**src/rtl/omi_cfg.svh**
```systemverilog
// Purpose: constants of the optical module management block
// Assumes: 100 MHz pclk, APB word registers at four times the index
// Notes: Operation list below, then offsets, fields, resets and timing
//
// Operation
// - status word shows live loss-of-signal of ports 0-9 in bits 29:20
// - status word shows live transmitter fault of ports 0-9 in bits 19:10
// - status word shows live module presence of ports 0-9 in bits 9:0
// - bit 12 enables loss-of-signal interrupt class, resets to 0
// - bit 11 enables transmitter fault interrupt class, resets to 0
// - bit 10 enables module presence interrupt class, resets to 0
// - ten control bits drive the per-port transmitter-disable outputs, reset 0
// - access to a port above nine sets the port address error flag
// - write to device id 0xa with address bits 10:8 zero sets write-protect error
// - missing module acknowledge sets no-ack error; read data valid only when clear
// - enable bit 25 permits serial accesses; reset 0 blocks them all
// - writing 1 to start launches a cycle; start clears when register read
// - write-complete flag sets when a byte write cycle finishes
// - read-valid flag sets when a received byte sits in the read field
// - four-bit field 19:16 selects the port addressed by the cycle
// - direction bit 15 reset 1, device id 14:11 reset 0xa, 10:0 address
// - data word: write byte in 23:16, last read byte in 7:0
`ifndef OMI_CFG_SVH
`define OMI_CFG_SVH

`define OMI_NPORTS 10
`define OMI_IDX_MODSTAT 12'h799
`define OMI_IDX_MODCTL 12'h79a
`define OMI_IDX_SMCTL 12'h79b
`define OMI_IDX_SMDATA 12'h79c
`define OMI_IDX_IRQSTAT 12'h79d
`define OMI_IDX_IRQMASK 12'h79e

`define OMI_LOS_LSB 20
`define OMI_FAULT_LSB 10
`define OMI_PRES_LSB 0
`define OMI_EN_LOS 12
`define OMI_EN_FAULT 11
`define OMI_EN_PRES 10

`define OMI_PORTERR 28
`define OMI_WPERR 27
`define OMI_NAKERR 26
`define OMI_ENABLE 25
`define OMI_START 24
`define OMI_WRDONE 22
`define OMI_RDVALID 20
`define OMI_PORT_LSB 16
`define OMI_DIR 15
`define OMI_DEVID_LSB 11
`define OMI_WDATA_LSB 16

`define OMI_DIR_RST 1'b1
`define OMI_DEVID_RST 4'ha
`define OMI_WP_DEVID 4'ha
`define OMI_MAX_PORT 4'h9

`define OMI_IRQ_PRES 0
`define OMI_IRQ_FAULT 1
`define OMI_IRQ_LOS 2
`define OMI_IRQ_CYC 3

`define OMI_CLK_NS 10
`define OMI_SCL_QTR_NS 2500
`define OMI_SCL_QTR_CYC ((`OMI_SCL_QTR_NS) / (`OMI_CLK_NS))

`endif

```
**src/rtl/omi_pkg.sv**
```systemverilog
// Purpose: types of the optical module management block
// Assumes: nothing
// Notes: bit commands and sequencer states
package omi_pkg;

  typedef enum logic [1:0] {
    BC_START,
    BC_STOP,
    BC_WRITE,
    BC_READ
  } omi_bitcmd_type;

  typedef enum logic [2:0] {
    S_IDLE,
    S_START,
    S_TX,
    S_ACK,
    S_RX,
    S_MNACK,
    S_STOP
  } omi_seq_type;

endpackage

```
**src/rtl/omi_tw_if.sv**
```systemverilog
// Purpose: link between byte sequencer and two-wire bit engine
// Assumes: single pclk domain
// Notes: req is a one-cycle pulse, taken only while the engine is idle
`timescale 1ns/10ps
interface omi_tw_if;
  import omi_pkg::*;
  logic req;
  omi_bitcmd_type cmd;
  logic txbit;
  logic [3:0] port;
  logic sda_line;
  logic done;
  logic rxbit;
  modport seq (output req, output cmd, output txbit, output port, output sda_line,
               input done, input rxbit);
  modport engine (input req, input cmd, input txbit, input port, input sda_line,
                  output done, output rxbit);
endinterface

```
**src/rtl/omi_top.sv**
```systemverilog
// Purpose: optical module status, control and serial management master
// Assumes: APB slave on pclk, module pins asynchronous to pclk
// Notes: one two-wire bus per port, only the selected port is driven
//
// Register access over APB was left to the implementer.
`timescale 1ns/10ps
`include "omi_cfg.svh"
module omi_top
  import omi_pkg::*;
(
  // clock and reset
  input wire logic pclk,
  input wire logic presetn,
  // apb slave
  input wire logic psel,
  input wire logic penable,
  input wire logic pwrite,
  input wire logic [15:0] paddr,
  input wire logic [31:0] pwdata,
  output logic [31:0] prdata,
  output logic pready,
  output logic pslverr,
  // module status and control pins
  input wire logic [`OMI_NPORTS-1:0] loss_of_signal_in,
  input wire logic [`OMI_NPORTS-1:0] tx_fault_in,
  input wire logic [`OMI_NPORTS-1:0] module_present_in,
  output logic [`OMI_NPORTS-1:0] tx_disable,
  // two-wire management lines
  output logic [`OMI_NPORTS-1:0] scl_out,
  output logic [`OMI_NPORTS-1:0] scl_oe,
  input wire logic [`OMI_NPORTS-1:0] sda_in,
  output logic [`OMI_NPORTS-1:0] sda_out,
  output logic [`OMI_NPORTS-1:0] sda_oe,
  // interrupt
  output logic irq
);

  localparam int NP = `OMI_NPORTS;

  ////////////////////////////////////////////////////////////////////////////
  // pin synchronisers

  logic [3*NP-1:0] pin_m_q;
  logic [3*NP-1:0] pin_s_q;
  logic [3*NP-1:0] pin_p_q;
  logic [NP-1:0] sda_m_q;
  logic [NP-1:0] sda_s_q;

  always_ff @(posedge pclk or negedge presetn) begin
    if (!presetn) begin
      pin_m_q <= '0;
      pin_s_q <= '0;
      pin_p_q <= '0;
      sda_m_q <= '1;
      sda_s_q <= '1;
    end else begin
      pin_m_q <= {loss_of_signal_in, tx_fault_in, module_present_in};
      pin_s_q <= pin_m_q;
      pin_p_q <= pin_s_q;
      sda_m_q <= sda_in;
      sda_s_q <= sda_m_q;
    end
  end

  wire [NP-1:0] los_s = pin_s_q[3*NP-1:2*NP];
  wire [NP-1:0] fault_s = pin_s_q[2*NP-1:NP];
  wire [NP-1:0] pres_s = pin_s_q[NP-1:0];
  wire [NP-1:0] los_p = pin_p_q[3*NP-1:2*NP];
  wire [NP-1:0] fault_p = pin_p_q[2*NP-1:NP];
  wire [NP-1:0] pres_p = pin_p_q[NP-1:0];

  ////////////////////////////////////////////////////////////////////////////
  // apb decode

  function automatic logic hit(logic [15:0] a, logic [11:0] idx);
    return a == {2'b00, idx, 2'b00};
  endfunction

  logic pready_q;
  logic pslverr_q;
  logic [31:0] prdata_q;

  wire acc = psel && penable;
  wire fin = acc && pready_q;
  wire h_modstat = hit(paddr, `OMI_IDX_MODSTAT);
  wire h_modctl = hit(paddr, `OMI_IDX_MODCTL);
  wire h_smctl = hit(paddr, `OMI_IDX_SMCTL);
  wire h_smdata = hit(paddr, `OMI_IDX_SMDATA);
  wire h_irqstat = hit(paddr, `OMI_IDX_IRQSTAT);
  wire h_irqmask = hit(paddr, `OMI_IDX_IRQMASK);
  wire h_any = h_modstat | h_modctl | h_smctl | h_smdata | h_irqstat | h_irqmask;
  wire wr_fin = fin && pwrite;
  wire rd_fin = fin && !pwrite;

  ////////////////////////////////////////////////////////////////////////////
  // registers

  logic en_los_q;
  logic en_fault_q;
  logic en_pres_q;
  logic [NP-1:0] txdis_q;
  logic sm_en_q;
  logic start_q;
  logic porterr_q;
  logic wperr_q;
  logic nakerr_q;
  logic wrdone_q;
  logic rdvalid_q;
  logic [3:0] port_q;
  logic dir_q;
  logic [3:0] devid_q;
  logic [10:0] addr_q;
  logic [7:0] wdata_q;
  logic [7:0] rdata_q;
  logic [3:0] stat_q;
  logic [3:0] mask_q;
  logic irq_q;

  omi_seq_type st_q;
  wire idle = (st_q == S_IDLE);

  // requested cycle, checked before anything reaches the line
  wire smctl_wr = wr_fin && h_smctl;
  wire [3:0] port_new = pwdata[`OMI_PORT_LSB+3:`OMI_PORT_LSB];
  wire dir_new = pwdata[`OMI_DIR];
  wire [3:0] devid_new = pwdata[`OMI_DEVID_LSB+3:`OMI_DEVID_LSB];
  wire launch_req = smctl_wr && pwdata[`OMI_START] && pwdata[`OMI_ENABLE] && idle;
  wire bad_port = port_new > `OMI_MAX_PORT;
  wire wp_hit = !dir_new && (devid_new == `OMI_WP_DEVID) && (pwdata[10:8] == 3'b000);
  wire launch_ok = launch_req && !bad_port && !wp_hit;
  wire seq_end;
  wire seq_nak;

  // change of an enabled class on any port
  wire ev_los = en_los_q && |(los_s ^ los_p);
  wire ev_fault = en_fault_q && |(fault_s ^ fault_p);
  wire ev_pres = en_pres_q && |(pres_s ^ pres_p);
  wire ev_cyc = seq_end || (launch_req && !launch_ok);
  wire [3:0] ev = {ev_cyc, ev_los, ev_fault, ev_pres};
  wire [3:0] stat_clr = (wr_fin && h_irqstat) ? pwdata[3:0] : 4'h0;
  // set wins over a write-one clear in the same cycle
  wire [3:0] stat_d = (stat_q & ~stat_clr) | ev;

  always_ff @(posedge pclk or negedge presetn) begin
    if (!presetn) begin
      en_los_q <= 1'b0;
      en_fault_q <= 1'b0;
      en_pres_q <= 1'b0;
      txdis_q <= '0;
      mask_q <= 4'h0;
      stat_q <= 4'h0;
      irq_q <= 1'b0;
      wdata_q <= 8'h00;
    end else begin
      if (wr_fin && h_modctl) begin
        en_los_q <= pwdata[`OMI_EN_LOS];
        en_fault_q <= pwdata[`OMI_EN_FAULT];
        en_pres_q <= pwdata[`OMI_EN_PRES];
        txdis_q <= pwdata[NP-1:0];
      end
      if (wr_fin && h_irqmask) begin
        mask_q <= pwdata[3:0];
      end
      if (wr_fin && h_smdata) begin
        wdata_q <= pwdata[`OMI_WDATA_LSB+7:`OMI_WDATA_LSB];
      end
      stat_q <= stat_d;
      irq_q <= |(stat_d & mask_q);
    end
  end

  // management control; port, direction, device id and address fields are frozen while a cycle runs
  always_ff @(posedge pclk or negedge presetn) begin
    if (!presetn) begin
      sm_en_q <= 1'b0;
      start_q <= 1'b0;
      porterr_q <= 1'b0;
      wperr_q <= 1'b0;
      nakerr_q <= 1'b0;
      wrdone_q <= 1'b0;
      rdvalid_q <= 1'b0;
      port_q <= 4'h0;
      dir_q <= `OMI_DIR_RST;
      devid_q <= `OMI_DEVID_RST;
      addr_q <= 11'h000;
    end else begin
      if (smctl_wr && pwdata[`OMI_START]) begin
        start_q <= 1'b1;
      end else if (rd_fin && h_smctl) begin
        start_q <= 1'b0;
      end
      if (smctl_wr) begin
        sm_en_q <= pwdata[`OMI_ENABLE];
      end
      if (smctl_wr && idle) begin
        port_q <= port_new;
        dir_q <= dir_new;
        devid_q <= devid_new;
        addr_q <= pwdata[10:0];
      end
      if (launch_req) begin
        porterr_q <= bad_port;
        wperr_q <= !bad_port && wp_hit;
        nakerr_q <= 1'b0;
        wrdone_q <= 1'b0;
        rdvalid_q <= 1'b0;
      end else if (seq_nak) begin
        nakerr_q <= 1'b1;
      end else if (seq_end && !nakerr_q) begin
        wrdone_q <= !dir_q;
        rdvalid_q <= dir_q;
      end
    end
  end

  ////////////////////////////////////////////////////////////////////////////
  // byte sequencer

  omi_tw_if tw ();

  logic req_q;
  omi_bitcmd_type cmd_q;
  logic txbit_q;
  logic [1:0] stage_q;
  logic [2:0] bit_q;
  logic [7:0] sh_q;

  wire [7:0] dev_w = {devid_q, addr_q[10:8], 1'b0};
  wire [7:0] dev_r = {devid_q, addr_q[10:8], 1'b1};
  wire step = tw.done;
  assign seq_end = step && (st_q == S_STOP);
  assign seq_nak = step && (st_q == S_ACK) && tw.rxbit;

  always_ff @(posedge pclk or negedge presetn) begin
    if (!presetn) begin
      st_q <= S_IDLE;
      req_q <= 1'b0;
      cmd_q <= BC_STOP;
      txbit_q <= 1'b1;
      stage_q <= 2'd0;
      bit_q <= 3'd7;
      sh_q <= 8'h00;
      rdata_q <= 8'h00;
    end else begin
      req_q <= 1'b0;
      if (launch_ok) begin
        st_q <= S_START;
        stage_q <= 2'd0;
        sh_q <= {devid_new, pwdata[10:8], 1'b0};
        req_q <= 1'b1;
        cmd_q <= BC_START;
      end else if (step) begin
        req_q <= 1'b1;
        unique case (st_q)
          S_START: begin
            st_q <= S_TX;
            bit_q <= 3'd7;
            cmd_q <= BC_WRITE;
            txbit_q <= sh_q[7];
          end
          S_TX: begin
            if (bit_q == 3'd0) begin
              st_q <= S_ACK;
              cmd_q <= BC_READ;
            end else begin
              bit_q <= bit_q - 3'd1;
              sh_q <= {sh_q[6:0], 1'b0};
              cmd_q <= BC_WRITE;
              txbit_q <= sh_q[6];
            end
          end
          S_ACK: begin
            bit_q <= 3'd7;
            if (tw.rxbit) begin
              st_q <= S_STOP;
              cmd_q <= BC_STOP;
            end else if (stage_q == 2'd0) begin
              st_q <= S_TX;
              stage_q <= 2'd1;
              sh_q <= addr_q[7:0];
              cmd_q <= BC_WRITE;
              txbit_q <= addr_q[7];
            end else if (stage_q == 2'd1 && !dir_q) begin
              st_q <= S_TX;
              stage_q <= 2'd2;
              sh_q <= wdata_q;
              cmd_q <= BC_WRITE;
              txbit_q <= wdata_q[7];
            end else if (stage_q == 2'd1) begin
              st_q <= S_START;
              stage_q <= 2'd3;
              sh_q <= dev_r;
              cmd_q <= BC_START;
            end else if (stage_q == 2'd2) begin
              st_q <= S_STOP;
              cmd_q <= BC_STOP;
            end else begin
              st_q <= S_RX;
              cmd_q <= BC_READ;
            end
          end
          S_RX: begin
            sh_q <= {sh_q[6:0], tw.rxbit};
            if (bit_q == 3'd0) begin
              st_q <= S_MNACK;
              cmd_q <= BC_WRITE;
              txbit_q <= 1'b1;
            end else begin
              bit_q <= bit_q - 3'd1;
              cmd_q <= BC_READ;
            end
          end
          S_MNACK: begin
            rdata_q <= sh_q;
            st_q <= S_STOP;
            cmd_q <= BC_STOP;
          end
          S_STOP: begin
            st_q <= S_IDLE;
            req_q <= 1'b0;
          end
          S_IDLE: begin
            req_q <= 1'b0;
          end
        endcase
      end
    end
  end

  assign tw.req = req_q;
  assign tw.cmd = cmd_q;
  assign tw.txbit = txbit_q;
  assign tw.port = port_q;
  // only the second synchroniser stage feeds the engine
  assign tw.sda_line = sda_s_q[port_q];

  omi_twowire u_engine (
    .pclk(pclk),
    .presetn(presetn),
    .tw(tw.engine),
    .scl_oe(scl_oe),
    .sda_oe(sda_oe)
  );

  ////////////////////////////////////////////////////////////////////////////
  // read mux and apb answer

  wire [31:0] rd_modstat = {2'b00, los_s, fault_s, pres_s};
  wire [31:0] rd_modctl = {19'h00000, en_los_q, en_fault_q, en_pres_q, txdis_q};
  wire [31:0] rd_smctl = {3'b000, porterr_q, wperr_q, nakerr_q, sm_en_q, start_q, 1'b0,
                          wrdone_q, 1'b0, rdvalid_q, port_q, dir_q, devid_q, addr_q};
  wire [31:0] rd_smdata = {8'h00, wdata_q, 8'h00, rdata_q};
  wire [31:0] rd_mux = h_modstat ? rd_modstat :
                       h_modctl ? rd_modctl :
                       h_smctl ? rd_smctl :
                       h_smdata ? rd_smdata :
                       h_irqstat ? {28'h0000000, stat_q} :
                       h_irqmask ? {28'h0000000, mask_q} : 32'h00000000;

  // one wait state keeps prdata a clean flop output
  always_ff @(posedge pclk or negedge presetn) begin
    if (!presetn) begin
      pready_q <= 1'b0;
      pslverr_q <= 1'b0;
      prdata_q <= 32'h00000000;
    end else begin
      pready_q <= acc && !pready_q;
      if (acc && !pready_q) begin
        prdata_q <= pwrite ? 32'h00000000 : rd_mux;
        pslverr_q <= !h_any;
      end else begin
        pslverr_q <= 1'b0;
      end
    end
  end

  // open-drain lines only ever pull low
  logic [NP-1:0] low_q;
  always_ff @(posedge pclk or negedge presetn) begin
    if (!presetn) begin
      low_q <= '0;
    end else begin
      low_q <= '0;
    end
  end

  assign prdata = prdata_q;
  assign pready = pready_q;
  assign pslverr = pslverr_q;
  assign tx_disable = txdis_q;
  assign irq = irq_q;
  assign scl_out = low_q;
  assign sda_out = low_q;

endmodule // omi_top

```
**src/rtl/omi_twowire.sv**
```systemverilog
// Purpose: two-wire bit engine, one start, stop or data bit per request
// Assumes: open-drain lines, oe high pulls the selected port low
// Notes: each bit is four quarter periods of the serial clock
`timescale 1ns/10ps
`include "omi_cfg.svh"
module omi_twowire
  import omi_pkg::*;
(
  // clock and reset
  input wire logic pclk,
  input wire logic presetn,
  // sequencer side
  omi_tw_if.engine tw,
  // line drivers
  output logic [`OMI_NPORTS-1:0] scl_oe,
  output logic [`OMI_NPORTS-1:0] sda_oe
);

  localparam logic [7:0] QTR_LAST = 8'(`OMI_SCL_QTR_CYC - 1);

  logic busy_q;
  logic [7:0] tick_q;
  logic [1:0] ph_q;
  omi_bitcmd_type cmd_q;
  logic bit_q;
  logic done_q;
  logic rx_q;
  logic [`OMI_NPORTS-1:0] sel_q;
  logic [`OMI_NPORTS-1:0] scl_oe_q;
  logic [`OMI_NPORTS-1:0] sda_oe_q;

  // {scl, sda} released levels per phase
  function automatic logic [1:0] lvl(omi_bitcmd_type c, logic [1:0] p, logic b);
    logic [1:0] r;
    r = 2'b11;
    unique case (c)
      BC_START: r = (p == 2'd0) ? 2'b01 : (p == 2'd1) ? 2'b11 : (p == 2'd2) ? 2'b10 : 2'b00;
      BC_STOP: r = (p == 2'd0) ? 2'b00 : (p == 2'd1) ? 2'b10 : 2'b11;
      BC_WRITE: r = {(p == 2'd1) || (p == 2'd2), b};
      BC_READ: r = {(p == 2'd1) || (p == 2'd2), 1'b1};
    endcase
    return r;
  endfunction

  wire tick_end = busy_q && (tick_q == QTR_LAST);
  wire [1:0] ph_next = ph_q + 2'd1;
  wire [`OMI_NPORTS-1:0] sel_new = `OMI_NPORTS'(1) << tw.port;
  wire [1:0] lv_first = lvl(tw.cmd, 2'd0, tw.txbit);
  wire [1:0] lv_next = lvl(cmd_q, ph_next, bit_q);

  always_ff @(posedge pclk or negedge presetn) begin
    if (!presetn) begin
      busy_q <= 1'b0;
      tick_q <= 8'h00;
      ph_q <= 2'd0;
      cmd_q <= BC_STOP;
      bit_q <= 1'b1;
      done_q <= 1'b0;
      rx_q <= 1'b1;
      sel_q <= '0;
      scl_oe_q <= '0;
      sda_oe_q <= '0;
    end else begin
      done_q <= 1'b0;
      if (!busy_q && tw.req) begin
        busy_q <= 1'b1;
        cmd_q <= tw.cmd;
        bit_q <= tw.txbit;
        ph_q <= 2'd0;
        tick_q <= 8'h00;
        sel_q <= sel_new;
        scl_oe_q <= lv_first[1] ? '0 : sel_new;
        sda_oe_q <= lv_first[0] ? '0 : sel_new;
      end else if (tick_end) begin
        tick_q <= 8'h00;
        ph_q <= ph_next;
        if (ph_q == 2'd2) begin
          rx_q <= tw.sda_line;
        end
        if (ph_q == 2'd3) begin
          busy_q <= 1'b0;
          done_q <= 1'b1;
        end else begin
          scl_oe_q <= lv_next[1] ? '0 : sel_q;
          sda_oe_q <= lv_next[0] ? '0 : sel_q;
        end
      end else if (busy_q) begin
        tick_q <= tick_q + 8'h01;
      end
    end
  end

  assign tw.done = done_q;
  assign tw.rxbit = rx_q;
  assign scl_oe = scl_oe_q;
  assign sda_oe = sda_oe_q;

endmodule // omi_twowire

```
**config.mk**
```make
export PLATFORM = sky130hd
export DESIGN_NAME = omi_top
export DESIGN_NICKNAME = d
export VERILOG_FILES = /design/src/rtl/omi_pkg.sv /design/src/rtl/omi_tw_if.sv /design/src/rtl/omi_top.sv /design/src/rtl/omi_twowire.sv
export VERILOG_INCLUDE_DIRS = /design/src /design/src/rtl
export SDC_FILE = /design/constraint.sdc
export NUM_CORES = 1
export LEC_CHECK = 0
export BUFFER_PORTS_ARGS = -buffer_cell sky130_fd_sc_hd__buf_2
export CAP_MARGIN = 20
export CELL_PAD_IN_SITES_DETAIL_PLACEMENT = 0
export CELL_PAD_IN_SITES_GLOBAL_PLACEMENT = 1
export CORE_UTILIZATION = 41
export CTS_CLUSTER_SIZE = 20
export DETAILED_ROUTE_END_ITERATION = 16
export PLACE_DENSITY_LB_ADDON = 0.1
export SLEW_MARGIN = 20
export SYNTH_ARGS = -nofsm -noshare
export SYNTH_HDL_FRONTEND = slang
export SYNTH_SLANG_ARGS = --single-unit
```
**constraint.sdc**
```tcl
create_clock -name pclk -period 1.85 [get_ports pclk]
set_input_delay 0.37 -clock pclk [delete_from_list [all_inputs] [get_ports pclk]]
set_output_delay 0.37 -clock pclk [all_outputs]
set_load 0.01 [all_outputs]
```
==> impl_metrics.ini <==
[clock_tree]
root_buffer = clkbuf_16
cts_buffers = 30
cts_tree = done
insertion_delay_ns = 0.55
clk_pin_slew_worst_paths_ns = 0.06
clockBufferDepth = 3
htree_levels = 1
clock_sinks = 273

[synth]
syn_area_um2 = 11500
postSynthCellCount = 970
synth_edf_count = 0
seq_area_frac_synth_pct = 59.7
synthArstFlopShare_pct = 100
yosys_warnings = 0
synth.avg_cell_area_um2 = 11.9
synth_cell_types = 80
ys_ff_latch = 273
synth_ff_type = dfrtp_1

[route]
detail_route.wl_per_cell_um = 19.1
vias = 8867
drc_errors = 0
drtAntennaViolNets = 0
avgViaCountPerCell = 5.26
drt_iter0_drc = 632
dr.pass1.iters = 6
routed_wirelength_um = 32300

[cells_and_area]
fin_cells = 1687
syn_to_final_growth_pct = 35.3
drive_above_1_share_pct = 37.9
fin_nets = 1392
n_antenna_cell = 0
fin_area_um2 = 15600

[worst_setup_path]
cp.arrival_ns = 2.25
start_kind = flop
regToRegSetupSlack_ns = 0.03
cp_max_fo = 10
path_class = flop to flop
required_ns = 2.29
endpoint_kind = flop

[grt]
globalRouteOverflowTotal = 0
grt_pass1_wl_um = 50800
grt_pass1_vias = 8792
antenna_found_initial = 0
grt_max_degree = 58
grt.total_usage_pct = 22.9

[floorplanning]
dieArea_um2 = 28700
ioPinCount = 178
start_util_pct = 42.2
die_w_um = 169
core_um2 = 27300
fp.dieH_um = 169
num_rows = 60

[placement]
dp_hpwl_um = 23500
port_buffers = 149
gp_congestion = 0.885
placed_area_um2 = 13700
dpl.cell_count = 1577

[worst_hold_path]
holdCritPathClass = input pin to flop

[sta]
tns_ns = 0
skew_ns = 0.0130
drv_slew = 0
hold-worst-slack_ns = 0.0752
timing.final.crit_share_pct = 98.3
setup_viol_count_final = 0
finalWorstPathRequiredPeriod_ns = 1.82
rsz0062_at_grt = true
fmax_mhz = 550
hold_viol = 0

[pwr]
power_density_nw_per_um2 = 850
ir_drop_uv = 832
p_leak_nw = 7.27

[run]
drv_cap = 0

[status]
status = complete, no violations
[cell usage after synthesis, drive strengths merged, types with 6 or more instances]
| master | count | area, um^2 |
|---|---|---|
| ha | 8 | 100 |
| mux2 | 54 | 646 |
| buf | 37 | 254 |
| o221ai | 10 | 87.6 |
| nor2 | 39 | 165 |
| nor3 | 7 | 35.0 |
| mux2i | 10 | 100 |
| or2 | 7 | 43.8 |
| nand4 | 9 | 56.3 |
| nand2 | 107 | 402 |
| a31oi | 13 | 81.3 |
| xor2 | 27 | 236 |
| a21o | 7 | 52.6 |
| inv | 19 | 71.3 |
| xnor2 | 11 | 96.3 |
| nor2b | 7 | 43.8 |
| a222oi | 11 | 110 |
| a22oi | 16 | 120 |
| dfrtp | 242 | 6060 |
| nand3 | 33 | 165 |
| a2bb2oi | 7 | 61.3 |
| o21a | 12 | 90.1 |
| o21ai | 66 | 330 |
| a21oi | 32 | 160 |
| dfstp | 31 | 815 |
| clkbuf | 31 | 116 |
| nand2b | 6 | 37.5 |
| nor4 | 15 | 130 |
[layer usage]
| layer | GRT usage, % | wire length (um) | up-vias |
|---|---|---|---|
| li1 | - | - | 4123 |
| met1 | 35.1 | 15700 | 4439 |
| met2 | 34.0 | 14100 | 262 |
| met3 | 3.22 | 1690 | 43 |
| met4 | 5.56 | 712 | 0 |
| met5 | 0 | 0 | - |
[layout by cell type, fill, tap and decap left out, types with 6 or more instances in the layout]
cell type | synthesis | layout
a21oi_1 | 32 | 26
o21a_1 | 12 | 12
xor2_1 | 27 | 27
inv_1 | 19 | 16
nor2_1 | 37 | 34
nor2b_1 | 7 | 7
a31oi_1 | 13 | 13
a22oi_1 | 16 | 15
nor4_1 | 12 | 7
ha_1 | 8 | 7
clkbuf_8 | 0 | 6
a2bb2oi_1 | 7 | 7
mux2_4 | 10 | 11
buf_4 | 24 | 123
dfrtp_1 | 242 | 241
o21ai_1 | 4 | 12
clkbuf_16 | 0 | 32
nand2_1 | 107 | 104
nand4_1 | 9 | 9
buf_6 | 0 | 7
buf_2 | 7 | 148
xnor2_1 | 11 | 11
a21o_1 | 7 | 7
mux2_2 | 44 | 43
dlygate4sd3_1 | 0 | 41
mux2i_1 | 10 | 9
dfstp_2 | 31 | 31
o221ai_1 | 10 | 8
a222oi_1 | 11 | 11
o21ai_0 | 62 | 52
buf_12 | 1 | 15
conb_1 | 1 | 22
nand3_1 | 33 | 31
[cell type report]
| class | instances | area, um^2 |
|---|---|---|
| repair buffers | 336 | 2490 |
| clock inverters | 15 | 216 |
| fillers | 2339 | 11700 |
| clock buffers | 41 | 873 |
| inverters | 20 | 75.1 |
| multi-input cells | 630 | 4560 |
| flip-flops and latches | 273 | 6870 |
| well taps | 372 | 465 |
[sequential cells by signal, indices dropped and copies added (netlist names), 3 cells and up]
signal           count
bit_q                3
stat_q               4
port_q               4
u_engine.sda_oe     10
tx_disable          10
rdata_q              8
prdata              30
sda_s_q             10
u_engine.scl_oe     10
sh_q                 8
pin_s_q             30
u_engine.sel_q      10
pin_m_q             30
sda_m_q             10
wdata_q              8
u_engine.tick_q      8
mask_q               4
pin_p_q             30
st_q                 3
addr_q              11
devid_q              4
[per-stage QoR]
| step | util, % | worst slack [ns] | total power, mW |
|---|---|---|---|
| after detailed placement | 50.3 | -0.600 | 6.84 |
| after floorplan | - | -0.494 | 6.46 |
| after global routing | 57.1 | -0.0598 | 13.7 |
| after CTS | 56.4 | -0.00269 | 13.4 |
| final | 57.1 | 0.0309 | 13.2 |
| after global placement | 50.3 | -0.498 | 6.83 |
[critical path: stages (launching register included)]
cell     delay, ns
dfrtp_2       0.42
buf_6         0.14
buf_6         0.13
o21a_1        0.13
o32ai_2       0.27
buf_4         0.19
a21oi_4       0.09
a221o_1       0.32
[what timing repair did]
action	CTS	global route
gates cloned	0	1
setup endpoints to repair	24	55
hold endpoints to repair	74	0
pin swaps	7	17
resized for setup	22	31
setup buffers	7	5
hold buffers	41	0
[kinds of logic (layout without fill, tap and decap cells)]
family          Yosys count  in the layout  share of synthesized area (%)
other cells               1             22                         0.0326
xor+xnor                 38             38                           2.89
mux                      66             66                           6.88
buf+inv                  88            412                           3.87
fa+ha+maj                 8              8                          0.870
flops                   273            273                           59.7
simple gates            275            275                           12.7
compound gates          221            221                           13.0
[power breakdown]
part	internal (mW)	switching (mW)	total [mW]	leakage (nW)
combinational	0.273	0.338	0.611	3.29
clock	4.00	2.43	6.43	0.533
sequential	6.12	0.0704	6.19	3.45
[final timing paths]
| path | cells past startpoint | startpoint | end |
|---|---|---|---|
| max | 7 | st_q[0] | sh_q[2] |
| min | 2 | pwdata[21] | wdata_q[5] |
| max reg2reg | 7 | st_q[0] | sh_q[2] |
| min reg2reg | 0 | pin_m_q[9] | pin_s_q[9] |
| max in group asynchronous | 3 | presetn | sda_m_q[4] |
| min in group asynchronous | 2 | presetn | pin_s_q[21] |
Note: power is estimated with default switching activity, not from simulation.
